[config.mk]
export PLATFORM = sky130hd
export DESIGN_NAME = fsp_core
export DESIGN_NICKNAME = d
export VERILOG_FILES = /design/src/fsp_pkg.sv /design/src/fsp_fifo.sv /design/src/fsp_core.sv
export SDC_FILE = /design/constraint.sdc
export NUM_CORES = 1
export LEC_CHECK = 0
export BUFFER_PORTS_ARGS = -buffer_cell sky130_fd_sc_hd__buf_2
export CAP_MARGIN = 40
export CORE_AREA = 2 2 207 209
export CTS_CLUSTER_SIZE = 40
export DETAILED_ROUTE_END_ITERATION = 7
export DIE_AREA = 0 0 209 211
export PLACE_DENSITY = 0.51
export SETUP_SLACK_MARGIN = 0.3
export SYNTH_ARGS = -nofsm -noshare
export SYNTH_HDL_FRONTEND = slang
export SYNTH_SLANG_ARGS = --single-unit
[constraint.sdc]
create_clock -name mclk -period 15.8 [get_ports mclk]
set_input_delay 2.37 -clock mclk [delete_from_list [all_inputs] [get_ports mclk]]
set_output_delay 2.37 -clock mclk [all_outputs]
set_load 0.1 [all_outputs]
[src/fsp_pkg.sv]
// Purpose: shared constants of the streaming transform port block
// Assumes: one clock, asynchronous active-low reset
// Notes: counts are in clock cycles at 50 MHz
//
// Contract
// - Low reset clears all state asynchronously; buffer storage has no reset
// - Sample buses configurable 8 to 24 bits
// - Exponent output is log2(N)+1 bits wide
// - Direction 0 forward, 1 inverse
// - Direction strobe captures; applies at next start
// - Scale input: 2-bit stage fields, MSB first
// - Odd log2 size: last field one bit
// - Each stage shifts right by field
// - Scale strobe captures; applies at next start
// - Size input 3 bits if max 128
// - Size is log2 N, clamped 6..14
// - Size strobe captures; applies at next start, in the fast build only if five cycles ahead
// - Start begins N consecutive sample reads
// - Start during a read is ignored
// - Overflow flag belongs to block on output
// - Ready drops cycle after accepted start
// - Block end pulses on last sample
// - Output start pulses on first sample
// - Valid high whenever results are shown
// - Small build, reversed order: strobes ignored; the code drops them only while out_valid is high
// - Overflow flag raised during valid output
// - Exponent unsigned; true value is out*2^exp
package fsp_pkg;
  localparam int FSP_DW_MIN = 8;
  localparam int FSP_DW_MAX = 24;
  localparam int FSP_SF_MIN = 12;
  localparam int FSP_SF_MAX = 28;
  localparam int FSP_LOG_MIN = 6;
  localparam int FSP_LOG_MAX = 14;
  localparam int FSP_LOG_128 = 7;
  localparam int FSP_FIFO_DEPTH = 4;
  localparam int FSP_POINT_LEAD = 5;
  localparam logic FSP_DIR_FWD = 1'b0;
  localparam logic FSP_DIR_INV = 1'b1;
  localparam logic [3:0] FSP_PTS_LO = 4'h6;
  localparam logic [3:0] FSP_PTS_HI = 4'hE;
endpackage

[src/fsp_fifo.sv]
// Purpose: small first-word-fall-through buffer between read and output stages
// Assumes: single clock, asynchronous active-low reset
// Notes: read data comes from a register, no memory primitive needed at this size
module fsp_fifo #(
  parameter int WIDTH = 8,
  parameter int DEPTH = 4
) (
  // Clock and reset
  input logic mclk,
  input logic reset_n,
  // Fill side
  input logic in_valid,
  output logic in_ready,
  input logic [WIDTH-1:0] in_data,
  // Drain side
  output logic out_valid,
  input logic out_ready,
  output logic [WIDTH-1:0] out_data
);
  localparam int AW = $clog2(DEPTH);

  initial begin
    if (DEPTH < 2 || (DEPTH & (DEPTH - 1)) != 0 || WIDTH < 1) begin
      $error("fsp_fifo: DEPTH must be a power of two of at least 2");
    end
  end

  logic [WIDTH-1:0] mem_q [DEPTH];
  logic [AW:0] wp_q;
  logic [AW:0] rp_q;
  logic push;
  logic pop;

  assign in_ready = (wp_q - rp_q) != (AW + 1)'(DEPTH);
  assign out_valid = wp_q != rp_q;
  assign out_data = mem_q[rp_q[AW-1:0]];
  assign push = in_valid && in_ready;
  assign pop = out_valid && out_ready;

  always_ff @(posedge mclk or negedge reset_n) begin
    if (!reset_n) begin
      wp_q <= '0;
    end else if (push) begin
      wp_q <= wp_q + 1'b1;
    end
  end

  always_ff @(posedge mclk or negedge reset_n) begin
    if (!reset_n) begin
      rp_q <= '0;
    end else if (pop) begin
      rp_q <= rp_q + 1'b1;
    end
  end

  // Storage needs no reset; pointers guard every read
  always_ff @(posedge mclk) begin
    if (push) begin
      mem_q[wp_q[AW-1:0]] <= in_data;
    end
  end
endmodule

[src/fsp_core.sv]
// Purpose: port behaviour of a streaming transform core
// Assumes: sources and consumer run on mclk; no synchronisers needed
// Notes: datapath is reduced to scaling, conjugation and overflow marking
module fsp_core
  import fsp_pkg::*;
#(
  parameter int DATA_W = 16,
  parameter int MAX_LOG2 = 7,
  parameter int SF_W = 14,
  parameter bit LOW_RES = 1'b1,
  parameter bit OUT_BITREV = 1'b1,
  // size port narrows for max 128
  parameter int PTS_W = (MAX_LOG2 == FSP_LOG_128) ? 3 : 4,
  parameter int EXP_W = MAX_LOG2 + 1
) (
  // Clock and reset
  input logic mclk,
  input logic reset_n,
  // Samples in
  input logic signed [DATA_W-1:0] dire,
  input logic signed [DATA_W-1:0] diim,
  // Results out
  output logic signed [DATA_W-1:0] dore,
  output logic signed [DATA_W-1:0] doim,
  output logic [EXP_W-1:0] exponent,
  input logic out_ready,
  // Configuration
  input logic dir_inv,
  input logic dir_set,
  input logic [SF_W-1:0] scale_fact,
  input logic scale_set,
  input logic [PTS_W-1:0] points_log2,
  input logic points_set,
  // Handshake
  input logic blk_start,
  output logic in_rdy,
  output logic blk_end,
  output logic out_start,
  output logic out_valid,
  output logic overflow
);
  import fsp_pkg::*;

  localparam int SMAX = (MAX_LOG2 + 1) / 2;
  localparam int CW = MAX_LOG2;
  localparam int WW = 2 * DATA_W + EXP_W + 2;

  // refuse widths the ports cannot take
  initial begin
    if (DATA_W < FSP_DW_MIN || DATA_W > FSP_DW_MAX) begin
      $error("fsp_core: DATA_W out of range");
    end
    if (SF_W < FSP_SF_MIN || SF_W > FSP_SF_MAX || SF_W < 2 * SMAX) begin
      $error("fsp_core: SF_W out of range");
    end
    if (MAX_LOG2 < FSP_LOG_128 || MAX_LOG2 > FSP_LOG_MAX) begin
      $error("fsp_core: MAX_LOG2 out of range");
    end
  end

  typedef enum logic [1:0] {
    FSP_IDLE = 2'b01,
    FSP_READ = 2'b10
  } fsp_state_e;

  ////////////////////////////////////////////////////////////////////////////
  // Configuration capture

  fsp_state_e state_q;
  logic [CW-1:0] cnt_q;
  logic accept;
  logic cfg_open;
  logic dir_ok;
  logic sf_ok;
  logic pts_ok;
  logic dir_pend_q;
  logic [SF_W-1:0] sf_pend_q;
  logic [3:0] pts_pend_q;
  logic [2:0] pts_age_q;
  logic [3:0] pts_clamp;
  logic dir_act_q;
  logic [3:0] n_act_q;
  logic [EXP_W-1:0] shift_act_q;
  logic dir_nx;
  logic [SF_W-1:0] sf_nx;
  logic [3:0] n_nx;
  logic [EXP_W-1:0] shift_nx;

  // only an idle core takes a start
  assign accept = blk_start && state_q == FSP_IDLE;

  // in the small build with reversed output order, strobes are dropped while results stream out
  assign cfg_open = !(LOW_RES && OUT_BITREV && out_valid);
  assign dir_ok = dir_set && cfg_open;
  assign sf_ok = scale_set && cfg_open;
  assign pts_ok = points_set && cfg_open;

  // clamp size to the legal and built range
  always_comb begin
    pts_clamp = 4'(points_log2);
    if (pts_clamp < FSP_PTS_LO) begin
      pts_clamp = FSP_PTS_LO;
    end
    if (pts_clamp > FSP_PTS_HI) begin
      pts_clamp = FSP_PTS_HI;
    end
    if (pts_clamp > 4'(MAX_LOG2)) begin
      pts_clamp = 4'(MAX_LOG2);
    end
  end

  // direction pending until a block starts
  always_ff @(posedge mclk or negedge reset_n) begin
    if (!reset_n) begin
      dir_pend_q <= FSP_DIR_FWD;
    end else if (dir_ok) begin
      dir_pend_q <= dir_inv;
    end
  end

  // scale factors pending until a block starts
  always_ff @(posedge mclk or negedge reset_n) begin
    if (!reset_n) begin
      sf_pend_q <= '0;
    end else if (sf_ok) begin
      sf_pend_q <= scale_fact;
    end
  end

  // size pending until a block starts
  always_ff @(posedge mclk or negedge reset_n) begin
    if (!reset_n) begin
      pts_pend_q <= 4'(MAX_LOG2);
    end else if (pts_ok) begin
      pts_pend_q <= pts_clamp;
    end
  end

  // age of the size strobe, for the fast build's lead time
  always_ff @(posedge mclk or negedge reset_n) begin
    if (!reset_n) begin
      pts_age_q <= 3'(FSP_POINT_LEAD);
    end else if (pts_ok) begin
      pts_age_q <= '0;
    end else if (pts_age_q != 3'(FSP_POINT_LEAD)) begin
      pts_age_q <= pts_age_q + 1'b1;
    end
  end

  // a strobe in the start cycle counts for that block; in the fast build a size strobe does not
  // A size strobe five cycles ahead of the start has aged four by then
  always_comb begin
    dir_nx = dir_ok ? dir_inv : dir_pend_q;
    sf_nx = sf_ok ? scale_fact : sf_pend_q;
    if (LOW_RES) begin
      n_nx = pts_ok ? pts_clamp : pts_pend_q;
    end else begin
      n_nx = (pts_age_q >= 3'(FSP_POINT_LEAD - 1)) ? pts_pend_q : n_act_q;
    end
  end

  ////////////////////////////////////////////////////////////////////////////
  // Stage scale fields

  logic [3:0] nstg;
  logic [EXP_W-1:0] acc [SMAX+1];

  assign nstg = (n_nx + 4'h1) >> 1;
  assign acc[0] = '0;

  // stage fields taken from the top down
  for (genvar i = 0; i < SMAX; i++) begin : g_stage
    logic [1:0] fld;
    logic [1:0] sh;
    assign fld = sf_nx[SF_W-1-2*i -: 2];
    // last field of an odd size keeps one bit
    always_comb begin
      sh = 2'h0;
      if (4'(i) < nstg) begin
        sh = (n_nx[0] && 4'(i) == nstg - 4'h1) ? {1'b0, fld[0]} : fld;
      end
    end
    assign acc[i+1] = acc[i] + EXP_W'(sh);
  end

  assign shift_nx = acc[SMAX];

  // Block configuration frozen at the accepted start
  always_ff @(posedge mclk or negedge reset_n) begin
    if (!reset_n) begin
      dir_act_q <= FSP_DIR_FWD;
      n_act_q <= 4'(MAX_LOG2);
      shift_act_q <= '0;
    end else if (accept) begin
      dir_act_q <= dir_nx;
      n_act_q <= n_nx;
      shift_act_q <= shift_nx;
    end
  end

  ////////////////////////////////////////////////////////////////////////////
  // Input read sequence

  logic [CW:0] n_pow;
  logic [CW-1:0] cnt_last;
  logic [CW-1:0] cnt_pen;
  logic take;
  logic in_rdy_q;
  logic blk_end_q;
  logic fifo_in_rdy;
  logic fifo_empty;

  assign n_pow = (CW + 1)'(1) << n_act_q;
  assign cnt_last = CW'(n_pow - 1'b1);
  assign cnt_pen = CW'(n_pow - 2'h2);

  // the start cycle carries sample zero
  assign take = accept || state_q == FSP_READ;

  always_ff @(posedge mclk or negedge reset_n) begin
    if (!reset_n) begin
      state_q <= FSP_IDLE;
      cnt_q <= '0;
    end else begin
      unique case (state_q)
        FSP_IDLE: begin
          if (accept) begin
            state_q <= FSP_READ;
            cnt_q <= CW'(1);
          end
        end
        FSP_READ: begin
          cnt_q <= cnt_q + 1'b1;
          if (cnt_q == cnt_last) begin
            state_q <= FSP_IDLE;
            cnt_q <= '0;
          end
        end
        default: begin
          state_q <= FSP_IDLE;
          cnt_q <= '0;
        end
      endcase
    end
  end

  // registered so it lands on the last sample
  always_ff @(posedge mclk or negedge reset_n) begin
    if (!reset_n) begin
      blk_end_q <= 1'b0;
    end else begin
      blk_end_q <= state_q == FSP_READ && cnt_q == cnt_pen;
    end
  end

  // ready falls after a start; waits for an empty buffer
  always_ff @(posedge mclk or negedge reset_n) begin
    if (!reset_n) begin
      in_rdy_q <= 1'b0;
    end else if (accept) begin
      in_rdy_q <= 1'b0;
    end else begin
      in_rdy_q <= fifo_empty && (state_q == FSP_IDLE || cnt_q == cnt_last);
    end
  end

  assign in_rdy = in_rdy_q;
  assign blk_end = blk_end_q;

  ////////////////////////////////////////////////////////////////////////////
  // Sample processing into the buffer

  logic use_dir;
  logic [EXP_W-1:0] use_sh;
  logic signed [DATA_W-1:0] im_c;
  logic neg_ovf;
  logic lost_q;
  logic [WW-1:0] wr_word;
  logic [WW-1:0] rd_word;
  logic fifo_out_valid;
  logic fifo_pop;

  assign use_dir = accept ? dir_nx : dir_act_q;
  assign use_sh = accept ? shift_nx : shift_act_q;
  // Inverse runs as conjugate; the most negative value cannot be negated
  assign neg_ovf = use_dir == FSP_DIR_INV && diim == {1'b1, {(DATA_W-1){1'b0}}};
  assign im_c = (use_dir == FSP_DIR_INV) ? -diim : diim;

  // total right shift is the stage sum
  assign wr_word = {accept, neg_ovf || lost_q, use_sh, dire >>> use_sh, im_c >>> use_sh};

  // A sample that finds the buffer full is lost and flagged on the next one
  always_ff @(posedge mclk or negedge reset_n) begin
    if (!reset_n) begin
      lost_q <= 1'b0;
    end else if (take) begin
      lost_q <= !fifo_in_rdy;
    end
  end

  fsp_fifo #(
    .WIDTH(WW),
    .DEPTH(FSP_FIFO_DEPTH)
  ) u_fifo (
    .mclk(mclk),
    .reset_n(reset_n),
    .in_valid(take),
    .in_ready(fifo_in_rdy),
    .in_data(wr_word),
    .out_valid(fifo_out_valid),
    .out_ready(fifo_pop),
    .out_data(rd_word)
  );

  assign fifo_empty = !fifo_out_valid;

  ////////////////////////////////////////////////////////////////////////////
  // Output register stage

  logic signed [DATA_W-1:0] dore_q;
  logic signed [DATA_W-1:0] doim_q;
  logic [EXP_W-1:0] exp_q;
  logic out_start_q;
  logic out_valid_q;
  logic overflow_q;

  // Consumer back-pressure stalls the drain side
  assign fifo_pop = fifo_out_valid && (out_ready || !out_valid_q);

  always_ff @(posedge mclk or negedge reset_n) begin
    if (!reset_n) begin
      out_valid_q <= 1'b0;
    end else if (fifo_pop) begin
      out_valid_q <= 1'b1;
    end else if (out_ready) begin
      out_valid_q <= 1'b0;
    end
  end

  always_ff @(posedge mclk or negedge reset_n) begin
    if (!reset_n) begin
      dore_q <= '0;
      doim_q <= '0;
      exp_q <= '0;
    end else if (fifo_pop) begin
      dore_q <= rd_word[2*DATA_W-1:DATA_W];
      doim_q <= rd_word[DATA_W-1:0];
      exp_q <= rd_word[2*DATA_W+EXP_W-1:2*DATA_W];
    end
  end

  // start marks the first result of a block
  always_ff @(posedge mclk or negedge reset_n) begin
    if (!reset_n) begin
      out_start_q <= 1'b0;
    end else if (fifo_pop) begin
      out_start_q <= rd_word[WW-1];
    end else if (out_ready) begin
      out_start_q <= 1'b0;
    end
  end

  // sticky within the output block, cleared at its start
  // Limitation: results shown before the first fault are not flagged
  always_ff @(posedge mclk or negedge reset_n) begin
    if (!reset_n) begin
      overflow_q <= 1'b0;
    end else if (fifo_pop) begin
      overflow_q <= rd_word[WW-2] || (overflow_q && !rd_word[WW-1]);
    end else if (out_ready) begin
      overflow_q <= 1'b0;
    end
  end

  assign dore = dore_q;
  assign doim = doim_q;
  assign exponent = exp_q;
  assign out_start = out_start_q;
  assign out_valid = out_valid_q;
  assign overflow = overflow_q;
endmodule

==> impl_metrics.ini, run 1 <==
[die]
die_w_um = 209
core.rowCount = 75
fp.dieArea_um2 = 44100
floorplan.core_area_um2 = 41800
start_util_pct = 29.9
io-pin-count = 102
floorplan.die.height_um = 211

[clock_tree]
cts_root_buf = sky130_fd_sc_hd__clkbuf_16
clk-insertion-delay-late_ns = 0.56
numCtsBuffers = 29
cts_num_sinks = 255
post_cts_buffers = 0
cts_resized = 0
cts-root-to-sink-buffers = 3
hold_buffers = 0
cts_htree_levels = 1
cts_tree = done
cts.reportedPaths.clkPinSlew_ns = 0.06

[layout]
post_layout_util_pct = 34.8
layout-drive-gt1-share_pct = 27.2
commonest_non_fill_non_tap_cells_in_the_layout = sky130_fd_sc_hd__edfxtp_1, sky130_fd_sc_hd__nand2_1, sky130_fd_sc_hd__buf_2
layout-area-overhead-vs-synth_pct = 16.3
nNetsFinal = 1118
antenna-diode-count = 0
final_common_cell = sky130_fd_sc_hd__edfxtp_1
num-fill-cells = 4025
finalInstanceArea_um2 = 14500

[timing]
finalCritPeriodShare_pct = 49.2
hold_slack_ns = 0.480
achievable-frequency_mhz = 129
finalHoldViolCount = 0
finalClockSkew_ns = 0.0124
worst-slew-pin-transition_ns = 0.854
slew_headroom_pct = 42.9
rsz0062_at_grt = no
time_the_worst_path_needs_with_i_o_delays_and_setup_ns = 7.78
finalSetupViolations = 0
total_neg_setup_slack_ns = 0
timing.final.max_slew_violations = 0

[placed_design]
port-buffer-count = 95
dp_hpwl_um = 20800
place_congestion = 0.851
dpl-instance-area_um2 = 13600

[status]
status = finished, final reports clean

[synth]
synth-seq-cells = 255
synth.net_count = 1024
number_of_distinct_library_cells_after_synthesis = 87
syn_area_per_cell_um2 = 13.2
syn_inst = 945
leading_cell_types_by_total_area_after_synthesis = sky130_fd_sc_hd__edfxtp_1, sky130_fd_sc_hd__dfrtp_1, sky130_fd_sc_hd__mux4_2
synth.largest_area_cell = sky130_fd_sc_hd__edfxtp_1
synth-edff-count = 168
synthFlopType = sky130_fd_sc_hd__edfxtp_1
synth-async-reset-ratio_pct = 34.1
yosysWarningCount = 0
yosys_top_cell_area_share_pct = 40.4
synth.yosys.seq_area_share_pct = 57.9
netlist_area_um2 = 12500

[routing]
detail_route.wirelength_um = 30300
post-route-drc-count = 0
drt_iter0_drc = 642
detailroute.via_count = 8159
dr.pass1.iters = 5
final_antenna_violating_net_count = 0
routedWlPerCell_um = 18.9
avgViaCountPerCell = 5.10

[worst_setup_path]
crit_type = input port to flip-flop
critPathMaxStageDelay_ns = 0.70
most_frequent_cp_cell = sky130_fd_sc_hd__fa_1
setup.worst_path.end_class = flip-flop
crit_required_ns = 16.13
crit_path_cell_trace = buf_2 -> nand2b_1 -> nor2b_1 -> inv_1 -> and3_1 -> xnor2_1 -> ha_1 -> a31oi_1 -> o21ai_0 -> fa_1 -> inv_1 -> fa_1 -> ha_1 -> fa_1 -> mux2i_1 -> nand2_1 -> nor2_1 -> o311ai_0 -> o2111ai_1
critPathMaxFanout = 12
start_kind = input port
worst-endpoint-arrival_ns = 8.11
timing.critical_path.slowest_stage_cell = sky130_fd_sc_hd__nor2_1

[global_route]
number_of_antenna_violations_at_the_first_check_in_global_routing = 1
globalRouteTotalUtil_pct = 13.9
maximum_number_of_pins_on_one_net_before_global_route_repair = 49
overflow = 0
grt_pass1_wl_um = 47800
first_global_vias = 8030

[power_and_ir_drop]
power.leakage_nw = 5.46
power.density_nw_per_um2 = 209
fin_total_pwr_w = 0.00304
ir_worst_vdd_mv = 0.121

[run]
cap_viol_max_count = 0

[min_path]
timing.hold.worst.class = flip-flop to flip-flop
-- worst max-delay path: cells and delay by family --
family / cells / cell delay (ns)
adders and majority gates: 5 / 2.05
and+or+nand+nor: 5 / 1.66
AOI/OAI and AO/OA: 4 / 0.96
xor gates and xnor gates: 1 / 0.41
muxes: 1 / 0.40
buffers and inverters: 3 / 0.25
-- path summary, 6_finish.rpt --
kind	from	endpoint	slack (ns)	cells after the start
worst max-delay path	points_set	u_fifo.mem_q[2][1]	8.02	19
worst min-delay path	doim[11]	doim[11]	0.48	2
worst max register to register	out_valid	u_fifo.mem_q[2][1]	9.24	18
worst min register to register	doim[11]	doim[11]	0.48	2
max in group asynchronous	reset_n	u_fifo.rp_q[1]	12.93	2
min in group asynchronous	reset_n	sf_pend_q[13]	1.81	1
-- state kept, by name, indices dropped and copies added, names as in the netlist, 2 cells and up --
signal / flops
n_act_q: 4
u_fifo.mem_q: 168
u_fifo.wp_q: 3
state_q: 2
shift_act_q: 8
cnt_q: 7
exponent: 8
sf_pend_q: 8
u_fifo.rp_q: 3
pts_pend_q: 4
dore: 16
doim: 16
-- metal layers --
metal  vias to the layer above  track usage [%]  part of all wire, %
met5                         -                0                    0
met4                         0             3.65                  2.2
met3                        40             2.05                  4.5
met2                       205             22.5                   46
met1                      4098             19.6                   47
li1                       3816                -                    -
-- synthesized netlist by cell type, types with 4 or more instances --
library cell	number
sky130_fd_sc_hd__edfxtp_1	168
sky130_fd_sc_hd__nand2_1	118
sky130_fd_sc_hd__dfrtp_1	80
sky130_fd_sc_hd__mux2_2	50
sky130_fd_sc_hd__mux4_2	42
sky130_fd_sc_hd__nor2_1	33
sky130_fd_sc_hd__clkbuf_1	32
sky130_fd_sc_hd__nand3_1	29
sky130_fd_sc_hd__o21ai_0	28
sky130_fd_sc_hd__inv_1	26
sky130_fd_sc_hd__a21oi_1	24
sky130_fd_sc_hd__mux2i_1	21
sky130_fd_sc_hd__nor3_1	20
sky130_fd_sc_hd__a31oi_1	18
sky130_fd_sc_hd__ha_1	18
sky130_fd_sc_hd__xnor2_1	18
sky130_fd_sc_hd__o211ai_1	16
sky130_fd_sc_hd__and2_1	12
sky130_fd_sc_hd__buf_1	10
sky130_fd_sc_hd__nand2b_1	9
sky130_fd_sc_hd__xor2_1	9
sky130_fd_sc_hd__nor2b_1	8
sky130_fd_sc_hd__a211oi_1	7
sky130_fd_sc_hd__a311oi_1	7
sky130_fd_sc_hd__buf_2	7
sky130_fd_sc_hd__dfstp_2	7
sky130_fd_sc_hd__a21o_1	6
sky130_fd_sc_hd__nand4_1	6
sky130_fd_sc_hd__o2111ai_1	6
sky130_fd_sc_hd__and3_1	5
sky130_fd_sc_hd__nor4_1	5
sky130_fd_sc_hd__o221ai_1	5
sky130_fd_sc_hd__a22oi_1	4
sky130_fd_sc_hd__fa_1	4
sky130_fd_sc_hd__nor4_2	4
sky130_fd_sc_hd__o21ai_1	4
sky130_fd_sc_hd__o31ai_1	4
sky130_fd_sc_hd__or4_1	4
-- through the flow --
stage | std cells | setup WS (ns)
2_1_floorplan | 945 | 8.53
3_3_place_gp | 1544 | 7.29
3_5_place_dp | 1547 | 7.44
4_1_cts | 1601 | 8.03
5_1_grt | 1601 | 7.47
6_report | 1601 | 8.02
-- kinds of logic after synthesis --
| logic type | synth area share, % |
|---|---|
| buf+inv | 2.51 |
| compound gates | 10.1 |
| simple gates | 11.1 |
| mux | 13.9 |
| xor+xnor | 2.03 |
| fa+ha+maj | 2.45 |
| flops | 57.9 |
-- power breakdown --
group          internal, W  switching (W)  total [W]
clock network     0.000374       0.000268   0.000642
registers          0.00104      0.0000748    0.00111
logic             0.000400       0.000887    0.00129
-- area by class of cell --
class / count / area, µm² / area share, %
Clock buffer: 39 / 763 / 5.26
Clock inverter: 15 / 145 / 1.00
Inverter: 29 / 109 / 0.750
Multi-Input combinational cell: 611 / 4950 / 34.1
Sequential cell: 255 / 7230 / 49.8
Tap cell: 539 / 674 / 4.65
Timing Repair Buffer: 113 / 633 / 4.36
(Power assumes the default switching activity.)
==> run 2, diff against run 1 <==
--- a/config.mk
+++ b/config.mk
@@ -11,7 +11,7 @@
 export CTS_CLUSTER_SIZE = 40
 export DETAILED_ROUTE_END_ITERATION = 7
 export DIE_AREA = 0 0 209 211
-export PLACE_DENSITY = 0.51
+export PLACE_DENSITY = 0.52
 export SETUP_SLACK_MARGIN = 0.3
 export SYNTH_ARGS = -nofsm -noshare
 export SYNTH_HDL_FRONTEND = slang
==> constraint.sdc (replaced) <==
create_clock -name mclk -period 6.9 [get_ports mclk]
set_input_delay 1.035 -clock mclk [delete_from_list [all_inputs] [get_ports mclk]]
set_output_delay 1.035 -clock mclk [all_outputs]
set_load 0.1 [all_outputs]
==> impl_metrics.ini, run 2 (synthesized netlist as in run 1, its figures left out) <==
[status]
status = finished, final reports clean

[routing]
routedWlPerCell_um = 18.7
drt_iter0_drc = 632
post-route-drc-count = 0
detailroute.via_count = 8148
avgViaCountPerCell = 5.07
detail_route.wirelength_um = 30100
final_antenna_violating_net_count = 0
dr.pass1.iters = 5

[worst_setup_path]
timing.critical_path.slowest_stage_cell = sky130_fd_sc_hd__fa_1
critPathMaxFanout = 12
worst-endpoint-arrival_ns = 6.06
rr_startpoint = out_valid
setup.worst_path.end_class = flip-flop
worstPathBufferInverterCount = 4
crit_required_ns = 7.20
capturing_point_of_the_worst_reg2reg_path = u_fifo.mem_q[1][30]
worstRegToRegCells = 21
critPathTopFamily = adder cells
crit_path_cell_trace = buf_4 -> nand2b_1 -> nand2_1 -> o21ai_0 -> ha_1 -> xnor2_1 -> nor2_1 -> ha_1 -> a31oi_1 -> o21ai_0 -> fa_1 -> inv_1 -> fa_1 -> ha_1 -> fa_1 -> mux2i_1 -> inv_1 -> nor2_1 -> buf_4 -> nand2_1 -> mux2_1
rrSetupSlack_ns = 1.13
crit_type = flip-flop to flip-flop
start_kind = flip-flop
critPathMaxStageDelay_ns = 0.55

[clock_tree]
cts.reportedPaths.clkPinSlew_ns = 0.06
post_cts_buffers = 0
cts_resized = 0
cts_root_buf = sky130_fd_sc_hd__clkbuf_16
cts_num_sinks = 255
cts_htree_levels = 1
hold_buffers = 0
clk-insertion-delay-late_ns = 0.56
cts_tree = done
numCtsBuffers = 28
cts-root-to-sink-buffers = 3

[global_route]
grt_pass1_wl_um = 47400
first_global_vias = 8075
number_of_antenna_violations_at_the_first_check_in_global_routing = 0
maximum_number_of_pins_on_one_net_before_global_route_repair = 49
globalRouteTotalUtil_pct = 13.8
overflow = 0

[power_and_ir_drop]
ir_worst_vdd_mv = 0.370
fin_total_pwr_w = 0.00689
power.density_nw_per_um2 = 474
power.leakage_nw = 5.49

[timing]
timing.final.max_slew_violations = 0
finalCritPeriodShare_pct = 83.6
slew_headroom_pct = 41.9
finalSetupViolations = 0
finalClockSkew_ns = 0.00872
finalHoldViolCount = 0
total_neg_setup_slack_ns = 0
rsz0062_at_grt = no
achievable-frequency_mhz = 173
worst-slew-pin-transition_ns = 0.872
time_the_worst_path_needs_with_i_o_delays_and_setup_ns = 5.77

[die]
floorplan.core_area_um2 = 41800
io-pin-count = 102
floorplan.die.height_um = 211
start_util_pct = 29.9
fp.dieArea_um2 = 44100
die_w_um = 209
core.rowCount = 75

[min_path]
timing.hold.worst.class = input port to async pin

[layout]
layout.cells.non_filler = 1608
largest_register_ff_count = 168
num-fill-cells = 4084
final_common_cell = sky130_fd_sc_hd__edfxtp_1
nNetsFinal = 1125
commonest_non_fill_non_tap_cells_in_the_layout = sky130_fd_sc_hd__edfxtp_1, sky130_fd_sc_hd__nand2_1, sky130_fd_sc_hd__buf_2
layout-drive-gt1-share_pct = 27.2
finalInstanceArea_um2 = 14600
layout-area-overhead-vs-synth_pct = 16.6

[placed_design]
dp_hpwl_um = 20600
dpl-instance-area_um2 = 13700
placed_cells = 1555
place_congestion = 0.864
port-buffer-count = 95

[run]
cap_viol_max_count = 0
==> run 2: cell types whose count changed in the layout (fill, tap and decap cells not counted), sizes merged <==
cell / change
clkbuf: +6
clkinv: -2
clkinvlp: -2
bufinv: -2
buf: +8
inv: -2
diode: +1
==> run 2: worst max-delay path by stage <==
stage	start	endpoint	slack, ns	cells after the start
after floorplan	out_valid	u_fifo.mem_q[0][5]	0.89	20
after global placement	points_set	u_fifo.mem_q[2][30]	0.67	20
after detailed placement	points_set	u_fifo.mem_q[1][30]	0.63	20
after CTS	out_valid	u_fifo.mem_q[1][30]	1.11	21
after global routing	out_valid	u_fifo.mem_q[1][11]	0.58	20
final	out_valid	u_fifo.mem_q[1][30]	1.13	21
==> run 2: final cells by class <==
class	instances	area [µm²]	share of cell area [%]
diodes	1	2.50	0.0172
clock inverters	7	60.1	0.413
well taps	539	674	4.63
clock buffers	45	805	5.53
flip-flops and latches	255	7230	49.7
repair buffers	121	713	4.90
multi-input cells	611	4950	34.1
inverters	29	109	0.748
==> run 2: layer usage <==
metal,global-route usage [%],up-vias,part of all wire (%)
li1,-,3830,-
met1,19.5,4060,46
met2,22.0,210,46
met3,1.90,48,4.8
met4,4.75,0,2.9
met5,0,-,0
==> run 2: power by group <==
group | total, W | leakage, nW | internal (W) | switching, W
combinational | 0.00297 | 2.45 | 0.000924 | 0.00204
sequential | 0.00253 | 2.62 | 0.00237 | 0.000165
clock | 0.00139 | 0.417 | 0.000798 | 0.000593
total | 0.00689 | 5.49 | 0.00409 | 0.00280
==> run 2: through the flow <==
stage | utilization [%] | worst slack (ns) | hold slack, ns
global route | 34.8 | 0.585 | 0.412
global placement | 32.6 | 0.670 | 0.465
CTS | 34.8 | 1.11 | 0.393
floorplan | - | 0.894 | 0.456
finish | 34.8 | 1.13 | 0.404
detailed placement | 32.8 | 0.628 | 0.470
==> run 2: worst register-to-register path: stages, from the launching register on <==
cell and delay, ns:
sky130_fd_sc_hd__dfrtp_1 0.36, sky130_fd_sc_hd__buf_4 0.18, sky130_fd_sc_hd__nand2b_1 0.23, sky130_fd_sc_hd__nand2_1 0.11, sky130_fd_sc_hd__o21ai_0 0.11, sky130_fd_sc_hd__ha_1 0.21, sky130_fd_sc_hd__xnor2_1 0.37, sky130_fd_sc_hd__nor2_1 0.11
sky130_fd_sc_hd__ha_1 0.32, sky130_fd_sc_hd__a31oi_1 0.17, sky130_fd_sc_hd__o21ai_0 0.13, sky130_fd_sc_hd__fa_1 0.55, sky130_fd_sc_hd__inv_1 0.05, sky130_fd_sc_hd__fa_1 0.47, sky130_fd_sc_hd__ha_1 0.22, sky130_fd_sc_hd__fa_1 0.45
sky130_fd_sc_hd__mux2i_1 0.34, sky130_fd_sc_hd__inv_1 0.24, sky130_fd_sc_hd__nor2_1 0.22, sky130_fd_sc_hd__buf_4 0.22, sky130_fd_sc_hd__nand2_1 0.07, sky130_fd_sc_hd__mux2_1 0.37
